### config.mk
export PLATFORM = sky130hd
export DESIGN_NAME = charger_reg_bank
export DESIGN_NICKNAME = d
export VERILOG_FILES = /design/src/charger_regs_pkg.sv /design/src/event_flag_group.sv /design/src/charger_reg_bank.sv
export SDC_FILE = /design/constraint.sdc
export NUM_CORES = 1
export LEC_CHECK = 0
export ABC_AREA = 1
export BUFFER_PORTS_ARGS = -buffer_cell sky130_fd_sc_hd__buf_4
export CORE_MARGIN = 4
export CORE_UTILIZATION = 50
export CTS_BUF_LIST = sky130_fd_sc_hd__clkbuf_4 sky130_fd_sc_hd__clkbuf_8
export DETAILED_ROUTE_END_ITERATION = 10
export PLACE_DENSITY_LB_ADDON = 0.25
export REMOVE_ABC_BUFFERS = 1
export SLEW_MARGIN = 20
export SYNTH_ARGS = -nofsm -noshare
export SYNTH_HDL_FRONTEND = slang
export SYNTH_HIERARCHICAL = 1
export SYNTH_SLANG_ARGS = --single-unit
### constraint.sdc
create_clock -name core_clk -period 2.9 [get_ports core_clk]
set_input_delay 0.29 -clock core_clk [delete_from_list [all_inputs] [get_ports core_clk]]
set_output_delay 0.29 -clock core_clk [all_outputs]
set_load 0.02 [all_outputs]
### src/charger_regs_pkg.sv
// register map, field layout and reset values of the charger register bank
// assumes one core clock; every consumer imports the whole package
//
// Contract
// - fault mask bit 7 set blocks the input overvoltage interrupt; clear passes it
// - fault mask bit 5 masks battery overcurrent, bit 4 masks battery undervoltage
// - fault mask bits 3..0 mask thermistor cold, cool, warm and hot entries
// - fault mask resets to zero; reserved bit 6 is still writable storage
// - adc mask bit 7 masks conversion-ready; resets to 0
// - adc mask bits 6..4 mask the three comparator alarms; each resets to 1
// - adc mask bit 0 masks thermistor open, resets 1; bits 3..1 stored; reset 0x71
// - timer mask bit 6 masks watchdog expiry; resets to 0
// - timer mask bit 5 masks safety timer expiry, bit 4 regulator overcurrent
// - timer mask bits 2..0 mask button wake one, wake two, reset warning
// - regulation code bits 6..0 select 3.6 V plus 10 mV steps; reset 4.2 V
// - a written regulation code above 4.6 V is stored as the 4.6 V code
// - range clear: fast charge current is 1.25 mA times the code
// - range set: fast charge current is 2.5 mA times the code
// - fast charge code resets to 0x08, 10 mA at the default range
// - precharge bit 7 selects the current step for both charge fields
// - precharge code bits 4..0 scale by the step; resets to 2.5 mA
// - each maskable source owns a flag bit that reads 1 while its event was seen

package charger_regs_pkg;

    // ------------------------------------------------------------------
    // register offsets
    // ------------------------------------------------------------------
    localparam logic [7:0] FAULT_FLAG_OFS     = 8'h04;
    localparam logic [7:0] ADC_FLAG_OFS       = 8'h05;
    localparam logic [7:0] TIMER_FLAG_OFS     = 8'h06;
    localparam logic [7:0] FAULT_IRQ_MASK_OFS = 8'h08;
    localparam logic [7:0] ADC_IRQ_MASK_OFS   = 8'h09;
    localparam logic [7:0] TIMER_IRQ_MASK_OFS = 8'h0a;
    localparam logic [7:0] BAT_REG_VOLT_OFS   = 8'h12;
    localparam logic [7:0] FAST_CHARGE_OFS    = 8'h13;
    localparam logic [7:0] PRECHARGE_OFS      = 8'h14;
    localparam logic [7:0] TERMINATION_OFS    = 8'h15;

    // ------------------------------------------------------------------
    // reset values
    // ------------------------------------------------------------------
    localparam logic [7:0] FAULT_IRQ_MASK_RST = 8'h00;
    localparam logic [7:0] ADC_IRQ_MASK_RST   = 8'h71;
    localparam logic [7:0] TIMER_IRQ_MASK_RST = 8'h00;
    localparam logic [6:0] BAT_REG_CODE_RST   = 7'h3c;
    localparam logic [7:0] FAST_CHARGE_RST    = 8'h08;
    localparam logic [7:0] PRECHARGE_RST      = 8'h02;
    localparam logic [7:0] TERMINATION_RST    = 8'h14;
    localparam logic [7:0] FLAG_RST           = 8'h00;

    // ------------------------------------------------------------------
    // field layout
    // ------------------------------------------------------------------
    localparam int         BAT_REG_CODE_W     = 7;
    localparam logic [6:0] BAT_REG_CODE_MAX   = 7'h64;  // 4.6 V
    localparam int         CURRENT_STEP_BIT   = 7;
    localparam int         PRECHARGE_CODE_W   = 5;
    localparam logic [7:0] PRECHARGE_WR_MASK  = 8'h9f;  // bits 6..5 dropped on write, read as zero
    // flag bits that a source can set; reserved flag positions stay zero
    localparam logic [7:0] FAULT_FLAG_VALID   = 8'hbf;
    localparam logic [7:0] ADC_FLAG_VALID     = 8'hf1;
    localparam logic [7:0] TIMER_FLAG_VALID   = 8'h77;
    localparam int         FLAG_GROUPS        = 3;

    // ------------------------------------------------------------------
    // serial link
    // ------------------------------------------------------------------
    localparam logic [2:0] LAST_BIT           = 3'h7;
    localparam logic [7:0] UNMAPPED_READ      = 8'h00;

    typedef enum logic [2:0] {
        ST_IDLE,
        ST_ADDR,
        ST_ADDR_ACK,
        ST_WRITE,
        ST_WRITE_ACK,
        ST_READ,
        ST_READ_ACK
    } link_state_t;

endpackage

### src/event_flag_group.sv
// one group of sticky event flags with its interrupt mask
// assumes events come from logic on the same clock, one bit per source
`timescale 1ns/1ps

module event_flag_group
    import charger_regs_pkg::*;
#(
    parameter int         WIDTH = 8,
    parameter logic [7:0] VALID = 8'hff
) (
    // clock and reset
    input  wire logic             clk,
    input  wire logic             rst_n,
    // sources and control
    input  wire logic [WIDTH-1:0] event_in,
    input  wire logic [WIDTH-1:0] mask,
    input  wire logic             clear,
    // state
    output logic      [WIDTH-1:0] flags,
    output logic                  pending
);

    if (WIDTH != 8) begin : g_width_check
        $error("event_flag_group serves 8-bit groups only");
    end

    logic [WIDTH-1:0] flags_q;
    logic [WIDTH-1:0] flags_d;

    // set wins over clear so an event landing on the read is kept
    assign flags_d = (clear ? '0 : flags_q) | (event_in & VALID[WIDTH-1:0]);

    always_ff @(posedge clk or negedge rst_n) begin
        if (!rst_n) begin
            flags_q <= FLAG_RST[WIDTH-1:0];
        end else begin
            flags_q <= flags_d;
        end
    end

    // masked flags stay visible but never raise the interrupt
    assign pending = |(flags_q & ~mask);
    assign flags   = flags_q;

endmodule

### src/charger_reg_bank.sv
// serial-addressed register bank: interrupt masks, event flags, charge set-points
// assumes scl and sda come straight from pins; open-drain sda resolved outside
`timescale 1ns/1ps

module charger_reg_bank
    import charger_regs_pkg::*;
#(
    parameter logic [6:0] DEV_ADDR = 7'h2a  // arbitrary target address
) (
    // clock and reset
    input  wire logic       core_clk,
    input  wire logic       reset_n,
    // serial link pins
    input  wire logic       scl_in,
    input  wire logic       sda_in,
    output logic            sda_out,
    output logic            sda_oe,
    // event sources, one pulse per detected condition
    input  wire logic [7:0] fault_event,
    input  wire logic [7:0] adc_event,
    input  wire logic [7:0] timer_event,
    // interrupt to the host
    output logic            charge_irq_n,
    // charge set-points
    output logic [6:0]      regulation_code,
    output logic [7:0]      fast_charge_code,
    output logic [4:0]      precharge_code,
    output logic            current_step_select,
    output logic [7:0]      termination_cfg,
    output logic [8:0]      fast_charge_units,
    output logic [5:0]      precharge_units
);

    // ------------------------------------------------------------------
    // reset release and pin synchronisers
    // ------------------------------------------------------------------
    logic       rst_meta_q;
    logic       rst_n_q;
    logic [1:0] scl_sync_q;
    logic [1:0] sda_sync_q;
    logic       scl_prev_q;
    logic       sda_prev_q;

    // reset asserts at once but leaves on the clock
    always_ff @(posedge core_clk or negedge reset_n) begin
        if (!reset_n) begin
            rst_meta_q <= 1'b0;
            rst_n_q    <= 1'b0;
        end else begin
            rst_meta_q <= 1'b1;
            rst_n_q    <= rst_meta_q;
        end
    end

    // bit 0 is the metastable stage; only bit 1 feeds logic
    always_ff @(posedge core_clk or negedge rst_n_q) begin
        if (!rst_n_q) begin
            scl_sync_q <= 2'h3;
            sda_sync_q <= 2'h3;
            scl_prev_q <= 1'b1;
            sda_prev_q <= 1'b1;
        end else begin
            scl_sync_q <= {scl_sync_q[0], scl_in};
            sda_sync_q <= {sda_sync_q[0], sda_in};
            scl_prev_q <= scl_sync_q[1];
            sda_prev_q <= sda_sync_q[1];
        end
    end

    logic scl_s;
    logic sda_s;
    logic scl_rise;
    logic scl_fall;
    logic start_seen;
    logic stop_seen;

    // line events; start and stop are sda moving while scl is high
    assign scl_s      = scl_sync_q[1];
    assign sda_s      = sda_sync_q[1];
    assign scl_rise   = scl_s & ~scl_prev_q;
    assign scl_fall   = ~scl_s & scl_prev_q;
    assign start_seen = scl_s & scl_prev_q & sda_prev_q & ~sda_s;
    assign stop_seen  = scl_s & scl_prev_q & ~sda_prev_q & sda_s;

    // ------------------------------------------------------------------
    // serial target state machine
    // ------------------------------------------------------------------
    link_state_t state_q;
    logic [2:0]  bit_cnt_q;
    logic [7:0]  shift_q;
    logic        full_q;
    logic        rnw_q;
    logic        nack_q;
    logic        ptr_set_q;
    logic [7:0]  ptr_q;
    logic        sda_oe_q;
    logic [7:0]  rd_data;
    logic        rd_load;
    logic        wr_stb;

    // load a byte on the fall ending a read address ack slot or a host-acked read ack slot
    assign rd_load = scl_fall & ((state_q == ST_ADDR_ACK & rnw_q) |
                                 (state_q == ST_READ_ACK & ~nack_q));
    // first written byte sets the pointer; later ones land there, the pointer stepping after each
    assign wr_stb  = scl_fall & full_q & (state_q == ST_WRITE) & ptr_set_q;

    always_ff @(posedge core_clk or negedge rst_n_q) begin
        if (!rst_n_q) begin
            state_q   <= ST_IDLE;
            bit_cnt_q <= 3'h0;
            shift_q   <= 8'h00;
            full_q    <= 1'b0;
            rnw_q     <= 1'b0;
            nack_q    <= 1'b0;
            ptr_set_q <= 1'b0;
            ptr_q     <= 8'h00;
            sda_oe_q  <= 1'b0;
        end else if (start_seen) begin
            state_q   <= ST_ADDR;
            bit_cnt_q <= 3'h0;
            full_q    <= 1'b0;
            ptr_set_q <= 1'b0;
            sda_oe_q  <= 1'b0;
        end else if (stop_seen) begin
            state_q  <= ST_IDLE;
            sda_oe_q <= 1'b0;
        end else if (rd_load) begin
            // read data comes out msb first; pointer steps per byte
            shift_q   <= rd_data;
            sda_oe_q  <= ~rd_data[7];
            bit_cnt_q <= 3'h0;
            ptr_q     <= ptr_q + 8'h01;
            state_q   <= ST_READ;
        end else begin
            unique case (state_q)
                ST_IDLE: begin
                    sda_oe_q <= 1'b0;
                end
                ST_ADDR, ST_WRITE: begin
                    if (scl_rise) begin
                        shift_q   <= {shift_q[6:0], sda_s};
                        bit_cnt_q <= bit_cnt_q + 3'h1;
                        full_q    <= (bit_cnt_q == LAST_BIT);
                    end else if (scl_fall && full_q) begin
                        full_q <= 1'b0;
                        if (state_q == ST_ADDR) begin
                            // foreign address: idle until next start
                            if (shift_q[7:1] == DEV_ADDR) begin
                                rnw_q    <= shift_q[0];
                                sda_oe_q <= 1'b1;
                                state_q  <= ST_ADDR_ACK;
                            end else begin
                                state_q <= ST_IDLE;
                            end
                        end else begin
                            sda_oe_q  <= 1'b1;
                            state_q   <= ST_WRITE_ACK;
                            ptr_set_q <= 1'b1;
                            ptr_q     <= ptr_set_q ? ptr_q + 8'h01 : shift_q;
                        end
                    end
                end
                ST_ADDR_ACK, ST_WRITE_ACK: begin
                    if (scl_fall) begin
                        sda_oe_q  <= 1'b0;
                        bit_cnt_q <= 3'h0;
                        state_q   <= ST_WRITE;
                    end
                end
                ST_READ: begin
                    if (scl_fall) begin
                        bit_cnt_q <= bit_cnt_q + 3'h1;
                        if (bit_cnt_q == LAST_BIT) begin
                            sda_oe_q <= 1'b0;
                            state_q  <= ST_READ_ACK;
                        end else begin
                            shift_q  <= {shift_q[6:0], 1'b0};
                            sda_oe_q <= ~shift_q[6];
                        end
                    end
                end
                ST_READ_ACK: begin
                    // a nack ends the read; the host then stops or restarts
                    if (scl_rise) begin
                        nack_q <= sda_s;
                    end else if (scl_fall) begin
                        state_q <= ST_IDLE;
                    end
                end
            endcase
        end
    end

    // open drain: the pin is only ever pulled low
    assign sda_out = 1'b0;
    assign sda_oe  = sda_oe_q;

    // ------------------------------------------------------------------
    // register storage
    // ------------------------------------------------------------------
    function automatic logic hit(input logic [7:0] ptr, input logic [7:0] ofs);
        hit = (ptr == ofs);
    endfunction

    // saturate regulation codes above the 4.6 V setting
    function automatic logic [6:0] clamp_reg(input logic [6:0] code);
        clamp_reg = (code > BAT_REG_CODE_MAX) ? BAT_REG_CODE_MAX : code;
    endfunction

    logic [7:0] fault_mask_q;
    logic [7:0] adc_mask_q;
    logic [7:0] timer_mask_q;
    logic [6:0] reg_code_q;
    logic       reg_spare_q;
    logic [7:0] fast_q;
    logic [7:0] pre_q;
    logic [7:0] term_q;

    // masks store whole bytes, reserved bits included
    always_ff @(posedge core_clk or negedge rst_n_q) begin
        if (!rst_n_q) begin
            fault_mask_q <= FAULT_IRQ_MASK_RST;
            adc_mask_q   <= ADC_IRQ_MASK_RST;
            timer_mask_q <= TIMER_IRQ_MASK_RST;
        end else if (wr_stb) begin
            if (hit(ptr_q, FAULT_IRQ_MASK_OFS)) fault_mask_q <= shift_q;
            if (hit(ptr_q, ADC_IRQ_MASK_OFS))   adc_mask_q   <= shift_q;
            if (hit(ptr_q, TIMER_IRQ_MASK_OFS)) timer_mask_q <= shift_q;
        end
    end

    // set-points; the charge path reads these directly
    always_ff @(posedge core_clk or negedge rst_n_q) begin
        if (!rst_n_q) begin
            reg_code_q  <= BAT_REG_CODE_RST;
            reg_spare_q <= 1'b0;
            fast_q      <= FAST_CHARGE_RST;
            pre_q       <= PRECHARGE_RST;
            term_q      <= TERMINATION_RST;
        end else if (wr_stb) begin
            if (hit(ptr_q, BAT_REG_VOLT_OFS)) begin
                reg_code_q  <= clamp_reg(shift_q[6:0]);
                reg_spare_q <= shift_q[7];
            end
            if (hit(ptr_q, FAST_CHARGE_OFS)) fast_q <= shift_q;
            if (hit(ptr_q, PRECHARGE_OFS))   pre_q  <= shift_q & PRECHARGE_WR_MASK;
            if (hit(ptr_q, TERMINATION_OFS)) term_q <= shift_q;
        end
    end

    // ------------------------------------------------------------------
    // event flags and interrupt
    // ------------------------------------------------------------------
    logic [7:0] ev_a    [FLAG_GROUPS];
    logic [7:0] mask_a  [FLAG_GROUPS];
    logic [7:0] flags_a [FLAG_GROUPS];
    logic [7:0] ofs_a   [FLAG_GROUPS];
    logic [FLAG_GROUPS-1:0] pend;

    assign ev_a[0]   = fault_event;
    assign ev_a[1]   = adc_event;
    assign ev_a[2]   = timer_event;
    // bit n of each mask gates flag n of the same group
    assign mask_a[0] = fault_mask_q;
    assign mask_a[1] = adc_mask_q;
    assign mask_a[2] = timer_mask_q;
    assign ofs_a[0]  = FAULT_FLAG_OFS;
    assign ofs_a[1]  = ADC_FLAG_OFS;
    assign ofs_a[2]  = TIMER_FLAG_OFS;

    for (genvar g = 0; g < FLAG_GROUPS; g++) begin : g_flags
        localparam logic [7:0] VALID = (g == 0) ? FAULT_FLAG_VALID :
                                       (g == 1) ? ADC_FLAG_VALID : TIMER_FLAG_VALID;
        event_flag_group #(
            .WIDTH (8),
            .VALID (VALID)
        ) u_group (
            .clk      (core_clk),
            .rst_n    (rst_n_q),
            .event_in (ev_a[g]),
            .mask     (mask_a[g]),
            .clear    (rd_load & hit(ptr_q, ofs_a[g])),
            .flags    (flags_a[g]),
            .pending  (pend[g])
        );
    end

    logic irq_n_q;

    // registered so the pin never glitches while flags settle
    always_ff @(posedge core_clk or negedge rst_n_q) begin
        if (!rst_n_q) begin
            irq_n_q <= 1'b1;
        end else begin
            irq_n_q <= ~|pend;
        end
    end

    assign charge_irq_n = irq_n_q;

    // ------------------------------------------------------------------
    // read selection
    // ------------------------------------------------------------------
    assign rd_data = hit(ptr_q, FAULT_FLAG_OFS)     ? flags_a[0] :
                     hit(ptr_q, ADC_FLAG_OFS)       ? flags_a[1] :
                     hit(ptr_q, TIMER_FLAG_OFS)     ? flags_a[2] :
                     hit(ptr_q, FAULT_IRQ_MASK_OFS) ? fault_mask_q :
                     hit(ptr_q, ADC_IRQ_MASK_OFS)   ? adc_mask_q :
                     hit(ptr_q, TIMER_IRQ_MASK_OFS) ? timer_mask_q :
                     hit(ptr_q, BAT_REG_VOLT_OFS)   ? {reg_spare_q, reg_code_q} :
                     hit(ptr_q, FAST_CHARGE_OFS)    ? fast_q :
                     hit(ptr_q, PRECHARGE_OFS)      ? pre_q :
                     hit(ptr_q, TERMINATION_OFS)    ? term_q : UNMAPPED_READ;

    // ------------------------------------------------------------------
    // set-point outputs
    // ------------------------------------------------------------------
    assign regulation_code     = reg_code_q;
    assign fast_charge_code    = fast_q;
    assign precharge_code      = pre_q[PRECHARGE_CODE_W-1:0];
    assign current_step_select = pre_q[CURRENT_STEP_BIT];
    assign termination_cfg     = term_q;

    // currents in 1.25 mA units, doubled on the coarse step
    assign fast_charge_units = current_step_select ? {fast_q, 1'b0}
                                                   : {1'b0, fast_q};
    assign precharge_units   = current_step_select ? {precharge_code, 1'b0}
                                                   : {1'b0, precharge_code};

endmodule

# Yosys cells after proc, flatten, opt, wreduce, memory -nomap -nowiden
# Cells that the tools add are included.
op_classes:
  n_addsub: 2
  bitwise: 37
  n_reduce_logical: 31
  mux: 70
  eq_ne: 38
  n_lt_le_gt_ge: 1
op_table:
  columns: ["op", "n"]
  rows:
  - ["8-bit two-way mux", 23]
  - ["3-bit two-way mux", 16]
  - ["5-bit != test, second input constant", 7]
  - ["8-bit by 5-bit == test with 1-bit output, second input constant", 4]
  - ["8-bit bitwise AND", 3]
  - ["8-bit by 3-bit == test with 1-bit output, second input constant", 3]
  - ["8-bit by 4-bit == test with 1-bit output, second input constant", 3]
  - ["8-bit NOT", 3]
  - ["6-bit AND reduction", 4]
  - ["24-bit OR reduction", 1]
  - ["1-bit two-way mux", 23]
  - ["1-bit bitwise AND", 16]
  - ["8-bit OR", 2]
  - ["8-bit one-hot mux with 2 select lines", 1]
  - ["8-bit AND reduction", 2]
  - ["2-bit AND reduction", 7]
  - ["7-bit nonzero test", 2]
  - ["3-bit == test, second input constant", 4]
  - ["4-bit != test, second input constant", 3]
  - ["3-bit one-hot mux with 4 select lines", 1]
  - ["1-bit NOT", 11]
  - ["5-bit AND reduction", 2]
  - ["9-bit two-way mux", 1]
  - ["3-bit != test, second input constant", 3]
  - ["other kinds (24)", 34]
word_totals:
  input_bits: 28
  regBits: 114
  elab_cells: 206

# Longest topological paths before layout
depth:
  depth_word: 15
  mapped_depth: 16
  mapped_depth_nobuf: 16

# Modules after synthesis
# The synthesis kept the hierarchy.
by_module_without_submodules:
  columns: ["module", "area_each_um2", "n_inst", "cells_per_inst"]
  rows:
  - ["charger_reg_bank", 4984.8, 1, 656]
  - ["event_flag_group at g_flags[0].u_group", 336.6, 1, 42]
  - ["event_flag_group at g_flags[2].u_group", 297.8, 1, 37]
  - ["event_flag_group at g_flags[1].u_group", 257.7, 1, 31]

# Least setup slack after synthesis
# Ideal clock, no wire load.
synth_path:
  kind: "register to register"
  from: "register ptr_q[0]"
  to: "register shift_q[5]"
  arrival_ps: 1900
  t_required_ps: 2823
  synth_period_minus_slack_ps: 1978
  setup_time_ps: 77
  stages_incl_launch_ff: 9
  setup_slack_ps: 922
  cell_sequence: "dfrtp_1 > inv_1 > ha_1 > nand3_2 > nor2_2 > inv_1 > nor2_1 > a211oi_2 > a21oi_1"
synth_via:
  elab_chain_len: 12
  elab_cells_between_ends: 21
  classes_between: "eq/ne (10); mux (11)"
synth_lines:
  columns: ["element", "line_no", "text"]
  rows:
  - ["start, declared", "charger_reg_bank.sv:95", "logic [7:0] ptr_q;"]
  - ["start signal, assigned", "charger_reg_bank.sv:132", "ptr_q <= ptr_q + 8'h01;"]
  - ["start signal, assigned", "charger_reg_bank.sv:159", "ptr_q <= ptr_set_q ? ptr_q + 8'h01 : shift_q;"]
  - ["8-bit by 5-bit == test with 1-bit output", "charger_reg_bank.sv:202", "hit = (ptr == ofs);"]
  - ["8-bit two-way mux", "charger_reg_bank.sv:313", "hit(ptr_q, TERMINATION_OFS) ? term_q : UNMAPPED_READ;"]
  - ["8-bit two-way mux", "charger_reg_bank.sv:312", "hit(ptr_q, PRECHARGE_OFS) ? pre_q :"]
  - ["8-bit two-way mux", "charger_reg_bank.sv:311", "hit(ptr_q, FAST_CHARGE_OFS) ? fast_q :"]
  - ["8-bit two-way mux", "charger_reg_bank.sv:310", "hit(ptr_q, BAT_REG_VOLT_OFS) ? {reg_spare_q, reg_code_q} :"]
  - ["8-bit two-way mux", "charger_reg_bank.sv:309", "hit(ptr_q, TIMER_IRQ_MASK_OFS) ? timer_mask_q :"]
  - ["8-bit two-way mux", "charger_reg_bank.sv:308", "hit(ptr_q, ADC_IRQ_MASK_OFS) ? adc_mask_q :"]
  - ["8-bit two-way mux", "charger_reg_bank.sv:307", "hit(ptr_q, FAULT_IRQ_MASK_OFS) ? fault_mask_q :"]
  - ["8-bit two-way mux", "charger_reg_bank.sv:306", "hit(ptr_q, TIMER_FLAG_OFS) ? flags_a[2] :"]
  - ["8-bit two-way mux", "charger_reg_bank.sv:305", "hit(ptr_q, ADC_FLAG_OFS) ? flags_a[1] :"]
  - ["8-bit two-way mux *", "charger_reg_bank.sv:304", "assign rd_data = hit(ptr_q, FAULT_FLAG_OFS) ? flags_a[0] :"]
  - ["8-bit two-way mux *", "charger_reg_bank.sv:127", "end else if (rd_load) begin"]
  - ["end signal, assigned", "charger_reg_bank.sv:129", "shift_q <= rd_data;"]
  - ["end signal, assigned", "charger_reg_bank.sv:141", "shift_q <= {shift_q[6:0], sda_s};"]
  - ["end signal, assigned", "charger_reg_bank.sv:177", "shift_q <= {shift_q[6:0], 1'b0};"]
  - ["end, declared", "charger_reg_bank.sv:90", "logic [7:0] shift_q;"]
# Mark *: on every way between the ends. The rest lies on a longest branch, timed or not.
# A chain may end at the register's enable or synchronous reset.

# Worst setup path after layout
layout_path:
  from: "register ptr_q[0]"
  to: "register shift_q[0]"
# Same word-level chain as after synthesis.

==> results.json <==
{
  "status": "complete, no violations",
  "slew_viol_final": 0,
  "antenna_found_initial": 0,
  "rsz0062_at_grt": "no",
  "ys.flop_type": "dfrtp_1",
  "nNetsFinal": 869,
  "tightest_slew_ps": 725,
  "mostFrequentLayoutCells": "nand2_1 (199), inv_1 (89), dfrtp_1 (88)",
  "powerDensity_nw_per_um2": 633,
  "num_antenna_cells": 0,
  "drtPass1Iterations": 5,
  "synthesis.area_sq_um": 5880,
  "htreeDepth": 3,
  "drive_gt1_share_pct": 17.0,
  "ir_drop_v": 0.000502,
  "synth_cells": 766,
  "max-clock-path-buffers": 2,
  "yosysTopAreaCell": "dfrtp_1",
  "gp_congestion": 1.00,
  "synth_cell_types": 44,
  "synth_edf_count": 0,
  "clock-sinks": 108,
  "fp.dieH_microns": 116,
  "cts_root_buf": "clkbuf_8",
  "crit_fanout": 9,
  "period_share_pct": 79.0,
  "fp.coreArea_sq_um": 11500,
  "rr_startpoint": "ptr_q[0]$_DFFE_PN0P_",
  "fmaxAchievable_mhz": 436,
  "grt_start_max_net_pins": 57,
  "postLayoutCoreUtil_pct": 59.1,
  "criticalPathCategory": "reg2reg",
  "hold_depth": 2,
  "hpwlAfterDp_mm": 11.1,
  "synth.top_cell.area_share_pct": 37.9,
  "hold_slack_ps": 88.8,
  "drtIter0Drc": 433,
  "rrSetupSlack_ps": 610,
  "die_area_sq_um": 13600,
  "cts_buffers": 9,
  "min_to": "g_flags[0].u_group/flags[1]$_DFF_PN0_",
  "cts_tree": "yes",
  "port_buffers": 67,
  "grt_pass1_wl_mm": 24.7,
  "clk-insertion-delay-late_ps": 390,
  "cts.clk_slew.worst_paths_ps": 100,
  "overflow": 0,
  "worstSetupStartpointType": "flip-flop",
  "layout_commonest_cell": "nand2_1",
  "crit_required_ps": 3220,
  "area_growth_pct": 15.3,
  "synth-seq-cells": 108,
  "viasPerCell": 5.42,
  "post-cts-setup-buffer-count": 0,
  "drc": 0,
  "min_period_ps": 2290,
  "num_rows": 39,
  "cp-end-kind": "flip-flop",
  "r2r-end": "shift_q[0]$_DFFE_PN0P_",
  "cap_viol_max_count": 0,
  "setup_viol": 0,
  "drt_wl_total_mm": 15.2,
  "ant_nets": 0,
  "hold_path.class": "in2reg",
  "slew_headroom_pct": 51.7,
  "final_area_sq_um": 6780,
  "yosys-top-cells-area": "dfrtp_1 (38%), nand2_1 (13%), dfstp_2 (8.5%), o21ai_0 (7.1%), inv_1 (5.7%)",
  "total_power_mw": 4.29,
  "post_dp_cell_area_sq_um": 6520,
  "drt-wirelength-per-cell_microns": 15.4,
  "ioPinCount": 75,
  "grt.total_usage_pct": 23.5,
  "worst-r2r-cell-count": 14,
  "seq_area_frac_synth_pct": 46.4,
  "die_w_microns": 116,
  "synthArstFlopShare_pct": 100,
  "p_leak_nw": 3.54,
  "avgSynthCellArea_sq_um": 7.67,
  "yosysWarnings": 6,
  "start_util_pct": 51.2,
  "grt_pass1_vias": 4937,
  "hold_viol_final": 0,
  "vias": 5323,
  "cp.arrival_ps": 2610,
  "hold_start": "fault_event[1]",
  "fin_skew_ps": 13.0,
  "final.setup.tns_ps": 0
}
==> worst max-delay path by stage <==
stage,startpoint,endpoint,slack (ps),cells past startpoint
6_report,ptr_q[0]$_DFFE_PN0P_,shift_q[0]$_DFFE_PN0P_,610,14
5_1_grt,ptr_q[0]$_DFFE_PN0P_,shift_q[0]$_DFFE_PN0P_,370,14
4_1_cts,ptr_q[0]$_DFFE_PN0P_,shift_q[0]$_DFFE_PN0P_,630,14
3_5_place_dp,ptr_q[0]$_DFFE_PN0P_,shift_q[0]$_DFFE_PN0P_,650,14
3_3_place_gp,ptr_q[0]$_DFFE_PN0P_,shift_q[0]$_DFFE_PN0P_,720,14
2_1_floorplan,rst_n_q$_DFF_PN0_,adc_mask_q[1]$_DFFE_PN0P_,-300,0
==> through the flow <==
stage | instances | setup WS (ps)
after detailed placement | 964 | 648
after floorplan | 745 | -298
final | 983 | 609
after global placement | 964 | 716
after global routing | 983 | 371
after CTS | 983 | 632
==> final cells by class <==
cell class,instances,area (sq um)
clock buffer,14,168
sequential,108,2730
multi-input combinational,538,2650
fill,1053,4690
inverter,99,375
tap,143,179
timing repair buffer,79,613
clock inverter,2,60.1
==> synth_stat cells, types with 2 or more instances <==
library cell / number
nand2_1: 199
dfrtp_1: 89
inv_1: 89
o21ai_0: 83
nor2_1: 56
a21oi_1: 49
nand3_1: 43
dfstp_2: 19
o21bai_1: 18
nor3_1: 11
clkbuf_1: 10
nand4_1: 10
buf_4: 9
or2_0: 7
ha_1: 6
inv_2: 6
a31oi_1: 5
conb_1: 5
nor2_2: 5
o21a_1: 4
o31ai_1: 4
buf_2: 3
nand2_2: 3
nor2_4: 3
nor3_2: 3
nor4_1: 3
xor2_1: 3
clkinv_1: 2
nor2_8: 2
nor3_4: 2
o21ai_1: 2
==> kinds of logic (layout without fill, tap and decap cells) <==
group                      Yosys count  in the layout  share of synthesized area [%]
and+or+nand+nor                    349            349                           26.5
muxes                                1              1                          0.192
adders and majority gates            6              6                           1.28
xor gates and xnor gates             3              3                          0.447
other                                5              8                          0.319
buffers and inverters              123            194                           8.69
AOI/OAI and AO/OA                  171            171                           16.1
DFF                                108            108                           46.4
==> power breakdown <==
group	switching, mW	leakage, nW	internal (mW)	total [mW]
Sequential	0.218	1.13	1.67	1.89
Clock	0.493	0.119	0.550	1.04
Combinational	0.951	2.29	0.410	1.36
==> critical path, cell delays in order, from the launching register on <==
cell and delay, ps:
dfrtp_1 410, inv_1 160, ha_1 210, nand3_2 200, nor2_2 320, nand2_1 100
nand3_1 130, nand2_1 90, nand3_1 110, nand3_1 70, nand3_1 90, nand2_1 60
nand2_1 60, nand2_1 70, a21oi_1 140
==> timing repair <==
item / in CTS / in global routing
hold buffers: 3 / 0
endpoints found under the hold margin: 4 / 0
resized for setup: 0 / 0
==> metal layers <==
metal  track usage, %  vias to the layer above  share of wire [%]
met5                0                        -                  0
li1                 -                     2605                  -
met1             32.9                     2482                 45
met3             3.89                       28                7.3
met2             35.9                      208                 45
met4             11.0                        0                2.6
==> flip-flops by register name, indices dropped and copies added (netlist names), 3 cells and up <==
signal	cells
g_flags.u_group/flags	18
adc_mask_q	8
fast_charge_code	8
fault_mask_q	8
ptr_q	8
shift_q	8
termination_cfg	8
timer_mask_q	8
regulation_code	7
pre_q	6
bit_cnt_q	3
state_q	3
Note: power is estimated with default switching activity, not from simulation.
